## src/rtl/codec_dac_load_pkg.sv

```systemverilog
package codec_dac_load_pkg;

  // ------------------------------------------------------------------
  // Word layout
  // ------------------------------------------------------------------
  localparam int WORD_W  = 16;
  localparam int MSB_BIT = 15;
  localparam int RB_BIT  = 14;
  localparam int ADDR_HI = 13;
  localparam int ADDR_LO = 11;
  localparam int REG_HI  = 10;
  localparam int REG_LO  = 8;
  localparam int DATA_HI = 7;

  // ------------------------------------------------------------------
  // Counts and reset values
  // ------------------------------------------------------------------
  localparam logic [4:0]  ADV_SPAN  = 5'h10;
  localparam logic [3:0]  LAST_BIT  = 4'hF;
  localparam logic [2:0]  PIN_N     = 3'h3;
  localparam logic [15:0] WORD_RST  = 16'h0000;

  // ------------------------------------------------------------------
  // State types
  // ------------------------------------------------------------------
  typedef enum logic [1:0] {TX_IDLE, TX_FS, TX_SHIFT} tx_state_t;
  typedef enum logic {RX_IDLE, RX_SHIFT} rx_state_t;

endpackage

```

## src/rtl/codec_serial_rx.sv

```systemverilog
module codec_serial_rx
  import codec_dac_load_pkg::*;
(
  input  wire logic        i_clk,
  input  wire logic        i_nrst,
  input  wire logic        i_ce,
  input  wire logic        i_sclk_fall,
  input  wire logic        i_sdi,
  input  wire logic        i_ifs,
  output logic             o_word_valid,
  output logic [15:0]      o_word
);

  typedef struct packed {
    rx_state_t   st;
    logic [3:0]  cnt;
    logic [15:0] sh;
    logic        valid;
    logic [15:0] word;
  } rx_t;

  rx_t s_r;
  rx_t s_nxt;

  // ------------------------------------------------------------------
  // Frame sync then 16 bits, MSB first, on falling edges
  // ------------------------------------------------------------------
  always_comb begin
    s_nxt       = s_r;
    s_nxt.valid = 1'b0;
    if (i_sclk_fall) begin
      case (s_r.st)
        RX_IDLE: begin
          if (i_ifs) begin
            s_nxt.st  = RX_SHIFT;
            s_nxt.cnt = 4'h0;
          end
        end
        RX_SHIFT: begin
          s_nxt.sh  = {s_r.sh[14:0], i_sdi};
          s_nxt.cnt = s_r.cnt + 4'h1;
          if (s_r.cnt == LAST_BIT) begin
            s_nxt.valid = 1'b1;
            s_nxt.word  = {s_r.sh[14:0], i_sdi};
            s_nxt.st    = RX_IDLE;
          end
        end
        default: s_nxt.st = RX_IDLE;
      endcase
    end
  end

  always_ff @(posedge i_clk or negedge i_nrst) begin
    if (!i_nrst) begin
      s_r <= '0;
    end else if (i_ce) begin
      s_r <= s_nxt;
    end
  end

  assign o_word_valid = s_r.valid;
  assign o_word       = s_r.word;

endmodule // codec_serial_rx

```

## src/rtl/codec_dac_load_timing.sv

```systemverilog
// Functional notes
// - Default DAC load just before frame sync
// - DAC load point advanced by setting
// - Frame sync marks fresh ADC sample or forwarded control word
// - Sixteen bits shifted after frame sync
// - Received DAC word held in DAC register
// - Mixed mode: MSB selects DAC or control
// - Cascade: update after device-count DAC frames
// - Later-device control: decrement, forward downstream
// - Bit 14 requests readback shifted out
module codec_dac_load_timing
  import codec_dac_load_pkg::*;
(
  input  wire logic        i_clk,
  input  wire logic        i_nrst,
  input  wire logic        i_ce,
  input  wire logic        i_sclk,
  input  wire logic        i_sdi,
  input  wire logic        i_input_frame_sync,
  input  wire logic        i_adc_valid,
  input  wire logic [15:0] i_adc_data,
  input  wire logic [3:0]  i_dac_advance,
  input  wire logic        i_mixed_mode,
  input  wire logic [2:0]  i_device_count,
  input  wire logic [7:0]  i_readback_data,
  output logic             o_serial_data_out,
  output logic             o_output_frame_sync,
  output logic             o_dac_load,
  output logic [15:0]      o_dac_value,
  output logic             o_ctrl_valid,
  output logic [15:0]      o_ctrl_word,
  output logic [2:0]       o_readback_sel
);

  typedef struct packed {
    logic [2:0]  sy1;
    logic [2:0]  sy2;
    logic [2:0]  sy3;
    logic [2:0]  flt;
    logic        rise;
    logic        fall;
    logic [4:0]  adc_cnt;
    logic        adv_run;
    logic        adc_pend;
    logic [15:0] adc_word;
    logic        fwd_pend;
    logic [15:0] fwd_word;
    tx_state_t   tx_st;
    logic [3:0]  tx_bits;
    logic [15:0] tx_sh;
    logic        serial_data_out;
    logic        ofs;
    logic [15:0] dac_hold;
    logic [15:0] dac_out;
    logic        dac_load;
    logic [2:0]  frm_cnt;
    logic        ctrl_valid;
    logic [15:0] ctrl_word;
  } st_t;

  st_t         s_r;
  st_t         s_nxt;
  logic        rx_valid;
  logic [15:0] rx_word;

  // ------------------------------------------------------------------
  // Helpers
  // ------------------------------------------------------------------
  function automatic logic [15:0] dec_addr(input logic [15:0] w);
    logic [2:0] a;
    a = w[ADDR_HI:ADDR_LO] - 3'h1;
    return {w[MSB_BIT:RB_BIT], a, w[REG_HI:0]};
  endfunction

  function automatic logic is_dac(input logic [15:0] w, input logic mm);
    return !mm || !w[MSB_BIT];
  endfunction

  function automatic logic [4:0] adv_point(input logic [3:0] adv);
    return {1'b0, adv} + 5'h01;
  endfunction

  // ------------------------------------------------------------------
  // Receiver
  // ------------------------------------------------------------------
  codec_serial_rx u_rx (
    .i_clk        (i_clk),
    .i_nrst       (i_nrst),
    .i_ce         (i_ce),
    .i_sclk_fall  (s_r.fall),
    .i_sdi        (s_r.flt[1]),
    .i_ifs        (s_r.flt[2]),
    .o_word_valid (rx_valid),
    .o_word       (rx_word)
  );

  // ------------------------------------------------------------------
  // Next state
  // ------------------------------------------------------------------
  always_comb begin
    s_nxt            = s_r;
    s_nxt.dac_load   = 1'b0;
    s_nxt.ctrl_valid = 1'b0;
    s_nxt.sy1        = {i_input_frame_sync, i_sdi, i_sclk};
    s_nxt.sy2        = s_r.sy1;
    s_nxt.sy3        = s_r.sy2;
    for (int k = 0; k < int'(PIN_N); k++) begin
      if (s_r.sy2[k] == s_r.sy3[k]) begin
        s_nxt.flt[k] = s_r.sy3[k];
      end
    end
    s_nxt.rise = s_nxt.flt[0] & ~s_r.flt[0];
    s_nxt.fall = ~s_nxt.flt[0] & s_r.flt[0];

    // Transmit: driven on rising edges, host samples on falling
    case (s_r.tx_st)
      TX_IDLE: begin
        if (s_r.rise && (s_r.adc_pend || s_r.fwd_pend)) begin
          s_nxt.ofs   = 1'b1;
          s_nxt.tx_st = TX_FS;
          if (s_r.adc_pend) begin
            s_nxt.tx_sh    = s_r.adc_word;
            s_nxt.adc_pend = 1'b0;
          end else begin
            s_nxt.tx_sh    = s_r.fwd_word;
            s_nxt.fwd_pend = 1'b0;
          end
        end
      end
      TX_FS: begin
        if (s_r.rise) begin
          s_nxt.ofs     = 1'b0;
          s_nxt.serial_data_out     = s_r.tx_sh[MSB_BIT];
          s_nxt.tx_sh   = {s_r.tx_sh[14:0], 1'b0};
          s_nxt.tx_bits = 4'h0;
          s_nxt.tx_st   = TX_SHIFT;
        end
      end
      TX_SHIFT: begin
        if (s_r.rise) begin
          if (s_r.tx_bits == LAST_BIT) begin
            s_nxt.serial_data_out   = 1'b0;
            s_nxt.tx_st = TX_IDLE;
          end else begin
            s_nxt.serial_data_out     = s_r.tx_sh[MSB_BIT];
            s_nxt.tx_sh   = {s_r.tx_sh[14:0], 1'b0};
            s_nxt.tx_bits = s_r.tx_bits + 4'h1;
          end
        end
      end
      default: s_nxt.tx_st = TX_IDLE;
    endcase

    // ADC unload countdown with DAC load point inside it
    if (i_adc_valid) begin
      s_nxt.adc_word = i_adc_data;
      s_nxt.adc_cnt  = ADV_SPAN;
      s_nxt.adv_run  = 1'b1;
    end else if (s_r.adv_run) begin
      s_nxt.adc_cnt = s_r.adc_cnt - 5'h01;
      if (s_r.adc_cnt == adv_point(i_dac_advance)) begin
        s_nxt.dac_out  = s_r.dac_hold;
        s_nxt.dac_load = 1'b1;
      end
      if (s_r.adc_cnt == 5'h01) begin
        s_nxt.adv_run  = 1'b0;
        s_nxt.adc_pend = 1'b1;
      end
    end

    // Received words
    if (rx_valid) begin
      if (is_dac(rx_word, i_mixed_mode)) begin
        if (s_r.frm_cnt == i_device_count) begin
          s_nxt.dac_hold = rx_word;
          s_nxt.frm_cnt  = 3'h0;
        end else begin
          s_nxt.frm_cnt = s_r.frm_cnt + 3'h1;
        end
      end else if (rx_word[ADDR_HI:ADDR_LO] != 3'h0) begin
        s_nxt.fwd_pend = 1'b1;
        s_nxt.fwd_word = dec_addr(rx_word);
      end else if (rx_word[RB_BIT]) begin
        s_nxt.fwd_pend = 1'b1;
        s_nxt.fwd_word = dec_addr({rx_word[15:8], i_readback_data});
      end else begin
        s_nxt.ctrl_valid = 1'b1;
        s_nxt.ctrl_word  = rx_word;
      end
    end
  end

  always_ff @(posedge i_clk or negedge i_nrst) begin
    if (!i_nrst) begin
      s_r <= '0;
    end else if (i_ce) begin
      s_r <= s_nxt;
    end
  end

  assign o_serial_data_out   = s_r.serial_data_out;
  assign o_output_frame_sync = s_r.ofs;
  assign o_dac_load          = s_r.dac_load;
  assign o_dac_value         = s_r.dac_out;
  assign o_ctrl_valid        = s_r.ctrl_valid;
  assign o_ctrl_word         = s_r.ctrl_word;
  assign o_readback_sel      = rx_word[REG_HI:REG_LO];
endmodule // codec_dac_load_timing

```

## config.mk

```make
export PLATFORM = sky130hd
export DESIGN_NAME = codec_dac_load_timing
export DESIGN_NICKNAME = d
export VERILOG_FILES = /design/src/rtl/codec_dac_load_pkg.sv /design/src/rtl/codec_serial_rx.sv /design/src/rtl/codec_dac_load_timing.sv
export SDC_FILE = /design/constraint.sdc
export NUM_CORES = 1
export LEC_CHECK = 0
export BUFFER_PORTS_ARGS = -buffer_cell sky130_fd_sc_hd__buf_2
export CAP_MARGIN = 15
export CORE_ASPECT_RATIO = 0.75
export CORE_MARGIN = 2
export CORE_UTILIZATION = 59
export DETAILED_ROUTE_END_ITERATION = 7
export PLACE_DENSITY = 0.8
export SETUP_SLACK_MARGIN = 0.02
export SKIP_CTS_REPAIR_TIMING = 1
export SLEW_MARGIN = 20
export SYNTH_ARGS = -nofsm -noshare
export SYNTH_HDL_FRONTEND = slang
export SYNTH_SLANG_ARGS = --single-unit
```

## constraint.sdc

```tcl
create_clock -name i_clk -period 2.6 [get_ports i_clk]
set_input_delay 0 -clock i_clk [delete_from_list [all_inputs] [get_ports i_clk]]
set_output_delay 0 -clock i_clk [all_outputs]
set_load 0.005 [all_outputs]
```

# Word level (Yosys, flattened, before mapping)
# Index checks and enable logic that the tools add are counted.
dict set report totals {
  register_bits 167
  input_bits 39
  output_inout_bits 39
  elab_cells 133
}
dict set report classes {
  n_addsub 6
  n_eq_ne 16
  n_mux 42
  bitwise 9
  reduce_logical 30
}
# cell n
set ops {}
lappend ops {{2-to-1 mux 17 bit} 11}
lappend ops {{one-hot mux 16 bit (3 select lines)} 1}
lappend ops {{2-to-1 mux 16 bit} 2}
lappend ops {{2-to-1 mux 24 bit} 1}
lappend ops {{AND reduction 4 bit} 6}
lappend ops {{2-to-1 mux 23 bit} 1}
lappend ops {{2-to-1 mux 20 bit} 1}
lappend ops {{AND reduction 5 bit} 3}
lappend ops {{2-to-1 mux 1 bit} 13}
lappend ops {{inequality test 2 bit (second input constant)} 6}
lappend ops {{one-hot mux 5 bit (2 select lines)} 1}
lappend ops {{AND reduction 2 bit} 5}
lappend ops {{AND reduction 3 bit} 3}
lappend ops {{adder 4 x 1 -> 4 bit (second input constant)} 2}
lappend ops {{== test 4 bit (second input constant)} 2}
lappend ops {{one-hot mux 4 bit (2 select lines)} 1}
lappend ops {{nonzero test 2 bit} 4}
lappend ops {{2-to-1 mux 7 bit} 1}
lappend ops {{inverter 1 bit} 7}
lappend ops {{2-to-1 mux 2 bit} 3}
lappend ops {{2-to-1 mux 6 bit} 1}
lappend ops {{one-hot mux 2 bit (3 select lines)} 1}
lappend ops {{AND reduction 6 bit} 1}
lappend ops {{nonzero test 3 bit} 2}
lappend ops {{other kinds (18)} 24}

# Depth between registers and ports, before layout
# Gate-level depths: netlist of the first run.
dict set report logic_depth {
  ltp_word 8
  ltp_mapped 8
  depth_no_buf 6
}

# Hierarchy
# A second synthesis of the first run with hierarchy kept.
dict set report unflattened {
  cells_unflattened 649
  area_unflattened_um2 7713.6
}
# module instances cells_per_inst area_each_um2 seq_area_each_um2
set modules_own_cells {}
lappend modules_own_cells {codec_dac_load_timing 1 510 6093.3 3253.1}
lappend modules_own_cells {codec_serial_rx 1 139 1620.3 925.9}

# Worst setup path before layout of the first run
# Ideal clock, no wire load.
dict set report synth_path {
  kind {reg2reg}
  from {register s_r[76] (netlist name)}
  to {register s_r[60] (netlist name)}
  setup_ns 0.127
  t_arrival_ns 1.827
  t_required_ns 2.473
  slack_ns 0.645
  stages_incl_launch_ff 9
  period_less_slack_ns 1.955
  cell_sequence {dfrtp_1 > inv_1 > ha_1 > nor2b_1 > o21ai_1 > and4b_1 > buf_2 > buf_6 > mux2_1}
}
dict set report synth_between {
  elab_chain_cells 3
  elab_cells_between_ends 10
  cone_classes {eq/ne: 6; mux: 1; reduce/logical: 3}
}
# item line_no
set synth_rtl {}
lappend synth_rtl {{start, declared} codec_dac_load_timing.sv:61} ;# st_t s_r;
lappend synth_rtl {{start signal, assigned} codec_dac_load_timing.sv:197} ;# s_r <= s_nxt;
lappend synth_rtl {{== test 2 bit, or another cell as far along} codec_dac_load_timing.sv:116} ;# case (s_r.tx_st)
lappend synth_rtl {{inequality test 2 bit (no line) or nonzero test 3 bit (tied branches)} n/a}
lappend synth_rtl {{AND reduction 6 bit (no line)} n/a}
# Parallel ways exist; a longest one is shown, timed or not.
# A chain may end at the register's enable or synchronous reset.

# Worst setup path in the final report of the first run
dict set report layout_path {
  from {register s_r[76] (netlist name)}
  to {register s_r[70] (netlist name)}
}
# The elaborated chain is that of the path after synthesis.

==> results.json, run 1 <==
{
  "crit_buf_inv": 2,
  "cap_violations": 0,
  "syn_area_per_cell_um2": 12.0,
  "dp_hpwl_um": 9900,
  "critPathRequiredTime_ns": 2.90,
  "synth_warnings": 0,
  "start_util_pct": 60.9,
  "finalClockSkew_ns": 0.00970,
  "period_minus_slack_ns": 2.12,
  "grt_usage_pct": 23.0,
  "status": "completed",
  "synth_top_area_cell": "dfrtp_1",
  "min_path_type": "in2reg",
  "hold_viol_final": 0,
  "dieWidth_um": 134,
  "final_area_um2": 8740,
  "vias": 4960,
  "relSlewSlack_pct": 45.2,
  "synth_cell_types": 53,
  "drc": 0,
  "num_antenna_cells": 0,
  "crit_slowest_cell": "dfrtp_1",
  "critPathCaptureType": "register",
  "setup_viol": 0,
  "synth_edf_count": 0,
  "intPower_mw": 5.02,
  "switching_share_pct": 27.4,
  "worst_slew_pin_slew_ns": 0.823,
  "wl_per_cell_um": 17.2,
  "crit_path_cell_trace": "inv_1, ha_1, nor2b_1, o21ai_1, and4b_1, buf_4, mux2_2",
  "drt_iter0_markers": 408,
  "die_area_um2": 13700,
  "p_clk_share_pct": 38.2,
  "cts_tree": "built",
  "ys_top_cells_by_count": "dfrtp_1, nand2_1, mux2_2",
  "port_buffers": 76,
  "synth.most_common_cell": "dfrtp_1",
  "clock_latency_ns": 0.42,
  "fin_worst_hold_slack_ns": 0.0355,
  "antenna_found_initial": 0,
  "grt_pass1_vias": 4922,
  "routed_wl_um": 15200,
  "critPathMaxStageDelay_ns": 0.39,
  "syn_to_final_growth_pct": 16.3,
  "die_h_um": 102,
  "critPathMaxFanout": 16,
  "clkSinkCount": 167,
  "layout.area.seq_um2": 4180,
  "fill_cells": 814,
  "p_per_area_nw_per_um2": 790,
  "netlist_area_um2": 7520,
  "grt_max_degree": 93,
  "clock-root-buffer": "clkbuf_16",
  "combPwrFrac_pct": 16.8,
  "irDropWorstVdd_uv": 510,
  "max_clock_freq_mhz": 472,
  "rows": 35,
  "synth.yosys.seq_area_share_pct": 55.6,
  "ant_nets": 0,
  "leakage_nw": 4.39,
  "nets": 758,
  "p_switching_mw": 1.89,
  "grt_pass1_wl_um": 24600,
  "crit_type": "reg2reg",
  "core-area_um2": 12300,
  "synthFlopType": "dfrtp_1",
  "gp_congestion": 0.805,
  "arrival_ns": 2.42,
  "final.setup.tns_ns": 0,
  "slew_violations": 0,
  "utilization_pct": 70.8,
  "viasPerCell": 5.61,
  "synth_area_leaders": "dfrtp_1, mux2_2, nand2_1",
  "period_share_pct": 81.6,
  "grt-ovfl-total": 0,
  "rsz0062_at_grt": "no",
  "critical_path.top_delay_family": "flip-flops",
  "synth_nets": 681,
  "syn-instance-count": 628,
  "synth_top_area_share_pct": 55.6,
  "clk_path_buf_depth": 2,
  "dr.pass1.iters": 5,
  "cts_buffers": 17,
  "multi_input_area_um2": 2880,
  "drive_gt1_share_pct": 30.5,
  "seqPwrFrac_pct": 45.0,
  "placed_area_um2": 7820,
  "h-tree-depth": 4,
  "crit_path_start_kind": "register",
  "pin_count": 78,
  "ys_seq_elements": 167,
  "synthArstFlopShare_pct": 100,
  "path_clk_slew_ns": 0.06
}
==> power by group through the flow <==
stage	combinational [mW]	sequential [mW]	clock, mW
finish	1.16	3.11	2.64
floorplan	0.886	3.06	0
global route	1.30	3.14	2.78
detailed placement	1.11	3.14	0
CTS	1.13	3.10	2.67
global placement	1.04	3.12	0
==> kinds of logic after synthesis <==
family | share of synthesized area [%]
flip-flops | 55.6
other | 0.0499
AND/OR/NAND/NOR | 8.36
XOR/XNOR | 1.38
buffers and inverters | 6.13
multiplexers | 18.0
AO/OA/AOI/OAI | 8.19
adder cells (fa/ha/maj) | 2.33
==> area by class of cell <==
| cell class | instances | share of cell area (%) |
|---|---|---|
| flip-flops and latches | 167 | 47.8 |
| repair buffers | 119 | 9.12 |
| multi-input cells | 384 | 32.9 |
| clock buffers | 19 | 5.07 |
| clock inverters | 13 | 2.05 |
| well taps | 166 | 2.38 |
| inverters | 16 | 0.687 |
==> worst register-to-register path, stage by stage (launching register included) <==
cell and delay [ns]:
dfrtp_1 0.39, inv_1 0.11, ha_1 0.27, nor2b_1 0.16, o21ai_1 0.23, and4b_1 0.23
buf_4 0.24, mux2_2 0.37
==> through the flow <==
stage / setup WS (ns) / total power [mW] / cells
after floorplan: 0.645 / 3.94 / 628
after global placement: 0.623 / 4.16 / 822
after detailed placement: 0.525 / 4.25 / 822
after CTS: 0.502 / 6.90 / 854
after global routing: 0.355 / 7.22 / 884
final: 0.479 / 6.91 / 884
==> metal layers <==
layer	part of all wire, %	wire length [um]	up-vias	GRT usage, %
met5	0	0	-	0
met1	45	6830	2525	31.3
li1	-	-	2289	-
met4	1.7	255	0	7.77
met3	4.0	616	24	4.40
met2	50	7550	122	37.8
==> state kept, by name, indices dropped and copies added (netlist names) <==
name and count:
o_dac_load 1, o_ctrl_word 15, o_ctrl_valid 1, s_r 89
u_rx.o_word 16, s_nxt 6, o_output_frame_sync 1, o_serial_data_out 1
o_dac_value 16, u_rx.s_r 20, u_rx.o_word_valid 1
==> cells in the final DEF (no fill, tap or decap), drive strengths merged, types with 3 or more instances in the layout <==
| cell type | count |
|---|---|
| a31oi | 5 |
| xnor2 | 6 |
| mux2i | 18 |
| a21oi | 17 |
| nor2b | 3 |
| buf | 89 |
| inv | 15 |
| bufinv | 4 |
| nand3b | 3 |
| ha | 14 |
| xor2 | 5 |
| nor3 | 3 |
| nand2 | 84 |
| o21ai | 48 |
| a22o | 7 |
| nand3 | 9 |
| nor2 | 22 |
| dfrtp | 167 |
| o22ai | 9 |
| clkbuf | 19 |
| nand2b | 5 |
| dlygate4sd3 | 30 |
| mux2 | 101 |
| clkinv | 9 |
==> worst paths after layout <==
kind                                 start               to  slack (ns)  cells after the start
max                                s_r[76]          s_r[70]        0.48                      7
min                                   i_ce         s_r[123]        0.04                      3
max reg2reg                        s_r[76]          s_r[70]        0.48                      7
min reg2reg                o_ctrl_word[15]  o_ctrl_word[15]        0.47                      1
max in group asynchronous           i_nrst         s_r[110]        1.58                      3
min in group asynchronous           i_nrst  o_dac_value[15]        0.24                      2
Power figures use the tool's default switching activity.
==> run 2, diff against run 1 <==
==> constraint.sdc (replaced) <==
create_clock -name i_clk -period 2.2 [get_ports i_clk]
set_input_delay 0 -clock i_clk [delete_from_list [all_inputs] [get_ports i_clk]]
set_output_delay 0 -clock i_clk [all_outputs]
set_load 0.005 [all_outputs]
==> results.json, run 2 (same netlist as run 1, synthesis figures left out) <==
{
  "status": "completed",
  "dr.pass1.iters": 5,
  "dp_worst_setup_slack_ns": 0.0957,
  "grt_pass1_wl_um": 25100,
  "p_per_area_nw_per_um2": 920,
  "drt_iter0_markers": 300,
  "intPower_mw": 5.77,
  "combPwrFrac_pct": 17.2,
  "routed_wl_um": 14900,
  "wl_per_cell_um": 16.8,
  "core-area_um2": 12300,
  "cap_violations": 0,
  "seqPwrFrac_pct": 45.7,
  "dieWidth_um": 134,
  "port_buffers": 76,
  "setup_viol": 0,
  "hold_end": "o_dac_load",
  "path_clk_slew_ns": 0.07,
  "critPathMaxStageDelay_ns": 0.40,
  "clk_path_buf_depth": 2,
  "nets": 761,
  "drive_gt1_share_pct": 31.1,
  "critPathCaptureType": "register",
  "die_area_um2": 13700,
  "drc": 0,
  "reg2reg_depth": 7,
  "crit_path_start_kind": "register",
  "syn_to_final_growth_pct": 16.3,
  "max_clock_freq_mhz": 486,
  "grt_usage_pct": 23.6,
  "num_antenna_cells": 0,
  "critPathRequiredTime_ns": 2.50,
  "critPathMaxFanout": 16,
  "antenna_found_initial": 0,
  "r2r-end": "s_r[59]",
  "clkSinkCount": 167,
  "layout_commonest_cell": "dfrtp_1",
  "min_path_type": "in2reg",
  "clock-root-buffer": "clkbuf_16",
  "vias": 4959,
  "start_util_pct": 60.9,
  "final.setup.tns_ns": 0,
  "rows": 35,
  "reg2reg_from": "s_r[76]",
  "layout_common_cells": "dfrtp_1, nand2_1, mux2_2, buf_2, o21ai_0",
  "arrival_ns": 2.36,
  "largest_register_ff_count": 89,
  "r2r_slack_ns": 0.14,
  "viasPerCell": 5.59,
  "hold_viol_final": 0,
  "reg.largest.list": "s_r (89), u_rx.s_r (20)",
  "top_register": "s_r",
  "irDropWorstVdd_uv": 564,
  "crit_path_cell_trace": "inv_1, ha_1, nor2b_1, o21ai_2, and4b_1, buf_4, mux2_2",
  "gp_congestion": 0.837,
  "clock_latency_ns": 0.43,
  "p_switching_mw": 2.27,
  "grt_max_degree": 71,
  "dp_hpwl_um": 9740,
  "whs_path_depth": 2,
  "h-tree-depth": 4,
  "crit_slowest_cell": "dfrtp_1",
  "slew_violations": 0,
  "grt_pass1_vias": 5096,
  "cts_buffers": 17,
  "period_minus_slack_ns": 2.06,
  "worst_slew_pin_slew_ns": 0.772,
  "switching_share_pct": 28.3,
  "p_clk_share_pct": 37.1,
  "die_h_um": 102,
  "cts_tree": "built",
  "leakage_nw": 4.38,
  "worst_slack_ns": 0.142,
  "pin_count": 78,
  "fill_cells": 845,
  "relSlewSlack_pct": 48.4,
  "finalClockSkew_ns": 0.0121,
  "grt-ovfl-total": 0,
  "hold_start": "i_ce",
  "rsz0062_at_grt": "no",
  "ant_nets": 0,
  "period_share_pct": 93.6,
  "crit_type": "reg2reg"
}
[run 2: power by group through the flow]
| stage | logic, mW | clock network (mW) | registers (mW) |
|---|---|---|---|
| 6_report | 1.38 | 2.99 | 3.67 |
| 5_1_grt | 1.56 | 3.17 | 3.71 |
| 4_1_cts | 1.34 | 3.03 | 3.67 |
| 3_5_place_dp | 1.31 | 0 | 3.71 |
| 3_3_place_gp | 1.23 | 0 | 3.68 |
| 2_1_floorplan | 1.05 | 0 | 3.61 |
[run 2: per-layer routing]
metal	up-vias	part of all wire, %	wire length [um]	track usage [%]
met1	2484	44	6600	32.3
met4	0	2.3	347	10.9
met2	140	49	7360	37.7
met3	34	4.2	628	4.15
li1	2301	-	-	-
met5	-	0	0	0
[run 2: worst max-delay path by stage]
stage / startpoint / end / depth (start not counted)
after floorplan: s_r[76] / s_r[60] / 8
after CTS: s_r[76] / s_r[59] / 7
after detailed placement: s_r[76] / s_r[66] / 7
after global routing: s_r[76] / s_r[66] / 7
after global placement: s_r[76] / s_r[70] / 7
final: s_r[76] / s_r[59] / 7
[run 2: cell type report]
| type | count | area (um^2) | area share, % |
|---|---|---|---|
| timing repair buffer | 122 | 820 | 9.37 |
| inverter | 16 | 60.1 | 0.687 |
| clock buffer | 20 | 457 | 5.22 |
| tap | 166 | 208 | 2.38 |
| clock inverter | 12 | 138 | 1.57 |
| sequential | 167 | 4180 | 47.8 |
| multi-input combinational | 384 | 2880 | 33.0 |
[run 2: metrics by stage]
step           cells  power [mW]  hold WS [ns]  utilization (%)  area [um^2]
4_1_cts          857        8.03        -0.404             68.3         8440
6_report         887        8.04        0.0317             70.8         8740
3_5_place_dp     825        5.02        0.0520             63.5         7840
3_3_place_gp     825        4.92        0.0371             63.5         7840
2_1_floorplan    628        4.66        -0.296                -         7520
5_1_grt          887        8.45        0.0602             70.8         8740
[run 2: critical path: cells and delay by family, from the launching register on]
| family | cells | cell delay [ns] |
|---|---|---|
| AO/OA/AOI/OAI | 1 | 0.18 |
| adder cells (fa/ha/maj) | 1 | 0.27 |
| buffers and inverters | 2 | 0.35 |
| flip-flops | 1 | 0.40 |
| multiplexers | 1 | 0.36 |
| AND/OR/NAND/NOR | 2 | 0.38 |
==> run 3, diff against run 2 <==
--- a/config.mk
+++ b/config.mk
@@ -17,4 +17,6 @@
 export SLEW_MARGIN = 20
 export SYNTH_ARGS = -nofsm -noshare
 export SYNTH_HDL_FRONTEND = slang
+export SYNTH_HIERARCHICAL = 1
 export SYNTH_SLANG_ARGS = --single-unit
+export TNS_END_PERCENT = 1
==> results.json, run 3 <==
{
  "status": "completed",
  "critPathMaxStageDelay_ns": 0.43,
  "period_minus_slack_ns": 2.02,
  "clkSinkCount": 167,
  "cts_buffers": 17,
  "pin_count": 78,
  "synth_top_family_by_area": "multiplexers",
  "synth_top_area_share_pct": 54.2,
  "total_power_mw": 8.42,
  "leakage_nw": 4.44,
  "clk_path_buf_depth": 2,
  "synth_warnings": 6,
  "ys_seq_elements": 167,
  "port_buffers": 76,
  "period_share_pct": 92.0,
  "drive_gt1_share_pct": 32.4,
  "synth-simple-area-share_pct": 9.52,
  "wl_per_cell_um": 18.2,
  "grt_pass1_wl_um": 25500,
  "crit_path_cell_trace": "inv_1, ha_2, nor2_2, o21ai_1, nand4bb_1, buf_6, mux2_2",
  "grt_pass1_vias": 5022,
  "die_h_um": 103,
  "relSlewSlack_pct": 49.7,
  "drc": 0,
  "final_area_um2": 8890,
  "synthMuxAreaShare_pct": 18.2,
  "finalClockSkew_ns": 0.00784,
  "nets": 766,
  "layout_common_cells": "dfrtp_1, nand2_1, mux2_2, buf_2, o21ai_0",
  "synth_cell_types": 56,
  "grt_usage_pct": 24.2,
  "dp_cells": 835,
  "gp_congestion": 0.841,
  "irDropWorstVdd_uv": 614,
  "synth.most_common_cell": "dfrtp_1",
  "dp_worst_setup_slack_ns": 0.119,
  "ant_nets": 0,
  "max_clock_freq_mhz": 494,
  "ys_top_cells_by_count": "dfrtp_1, nand2_1, mux2_2",
  "die_area_um2": 14000,
  "crit_path_start_kind": "register",
  "h-tree-depth": 4,
  "setup_viol": 0,
  "dr.pass1.iters": 5,
  "antenna_found_initial": 0,
  "syn_to_final_growth_pct": 15.3,
  "arrival_ns": 2.33,
  "hold_viol_final": 0,
  "layout_commonest_cell": "dfrtp_1",
  "syn_area_per_cell_um2": 11.9,
  "synth-compound-area-share_pct": 7.15,
  "largest_register_ff_count": 89,
  "crit_buf_inv": 2,
  "synth_area_leaders": "dfrtp_1, mux2_2, buf_4",
  "rows": 36,
  "synth_xor_area_share_pct": 1.23,
  "synthAdderAreaFrac_pct": 2.27,
  "synthFlopType": "dfrtp_1",
  "final.setup.tns_ns": 0,
  "dieWidth_um": 136,
  "worst_slack_ns": 0.177,
  "dp_hpwl_um": 10700,
  "num_antenna_cells": 0,
  "top_register": "s_r",
  "syn-instance-count": 649,
  "critPathCaptureType": "register",
  "vias": 5058,
  "reg.largest.list": "s_r (89), u_rx/s_r (20)",
  "critical_path.top_delay_family": "flip-flops",
  "placed_area_um2": 7910,
  "cts_tree": "built",
  "min_path_type": "in2reg",
  "worst_slew_pin_slew_ns": 0.752,
  "synth_nets": 702,
  "rsz0062_at_grt": "no",
  "grt_max_degree": 69,
  "viasPerCell": 5.64,
  "drt_iter0_markers": 334,
  "synth.yosys.seq_area_share_pct": 54.2,
  "crit_type": "reg2reg",
  "critPathMaxFanout": 16,
  "synthArstFlopShare_pct": 100,
  "slew_violations": 0,
  "routed_wl_um": 16400,
  "grt-ovfl-total": 0,
  "start_util_pct": 59.9,
  "crit_slowest_cell": "dfrtp_1",
  "clock_latency_ns": 0.43,
  "core-area_um2": 12900,
  "netlist_area_um2": 7710,
  "clock-root-buffer": "clkbuf_16",
  "path_clk_slew_ns": 0.07,
  "critPathRequiredTime_ns": 2.50,
  "synth_edf_count": 0,
  "cap_violations": 0,
  "fin_cells": 897,
  "synth_top_area_cell": "dfrtp_1",
  "p_per_area_nw_per_um2": 947
}
-- run 3: cell count changes after synthesis, sizes merged, moves of 4 or more --
cell    delta
nand2     +12
o21ai     -12
buf       +10
nand2b     +5
o22ai      +5
a21oi      +4
-- run 3: metrics by stage --
| step | hold WS (ns) | utilization, % |
|---|---|---|
| 3_5_place_dp | -0.0288 | 61.4 |
| 3_3_place_gp | -0.0323 | 61.4 |
| 5_1_grt | 0.0322 | 69.0 |
| 2_1_floorplan | -0.296 | - |
| 6_report | 0.0299 | 69.0 |
| 4_1_cts | -0.482 | 66.6 |
-- run 3: path summary, 6_finish.rpt --
kind,startpoint,to,slack (ns),cells after the start
setup reg to reg,s_r[75],s_r[65],0.18,7
hold / removal,i_ce,u_rx/o_word_valid,0.03,2
setup / recovery,s_r[75],s_r[65],0.18,7
min in group asynchronous,i_nrst,s_r[18],0.08,2
max in group asynchronous,i_nrst,s_r[66],1.38,3
hold reg to reg,o_ctrl_word[15],o_ctrl_word[15],0.47,1
-- run 3: logic make-up (layout without fill, tap and decap cells) --
family / count (synthesis) / after routing
AO/OA/AOI/OAI: 89 / 89
multiplexers: 121 / 121
AND/OR/NAND/NOR: 157 / 157
adder cells (fa/ha/maj): 14 / 14
other: 1 / 1
buffers and inverters: 90 / 167
flip-flops: 167 / 167
XOR/XNOR: 10 / 10
-- run 3: where the power goes --
part / switching, mW / total (mW) / internal, mW
registers: 0.291 / 3.65 / 3.36
clock network: 1.26 / 3.35 / 2.09
logic: 0.766 / 1.41 / 0.649
total: 2.32 / 8.42 / 6.10
-- run 3: layer usage --
| metal | track usage (%) | part of all wire (%) | vias to the layer above |
|---|---|---|---|
| met3 | 7.13 | 6.2 | 28 |
| met1 | 31.2 | 43 | 2527 |
| li1 | - | - | 2312 |
| met5 | 0 | 0 | - |
| met2 | 39.6 | 49 | 191 |
| met4 | 8.81 | 1.6 | 0 |
-- run 3: layout make-up --
cell class	instances	area, um^2
flip-flops and latches	167	4180
inverters	18	67.6
fillers	900	3990
repair buffers	117	786
clock inverters	13	216
well taps	171	214
clock buffers	19	453
multi-input cells	392	2980
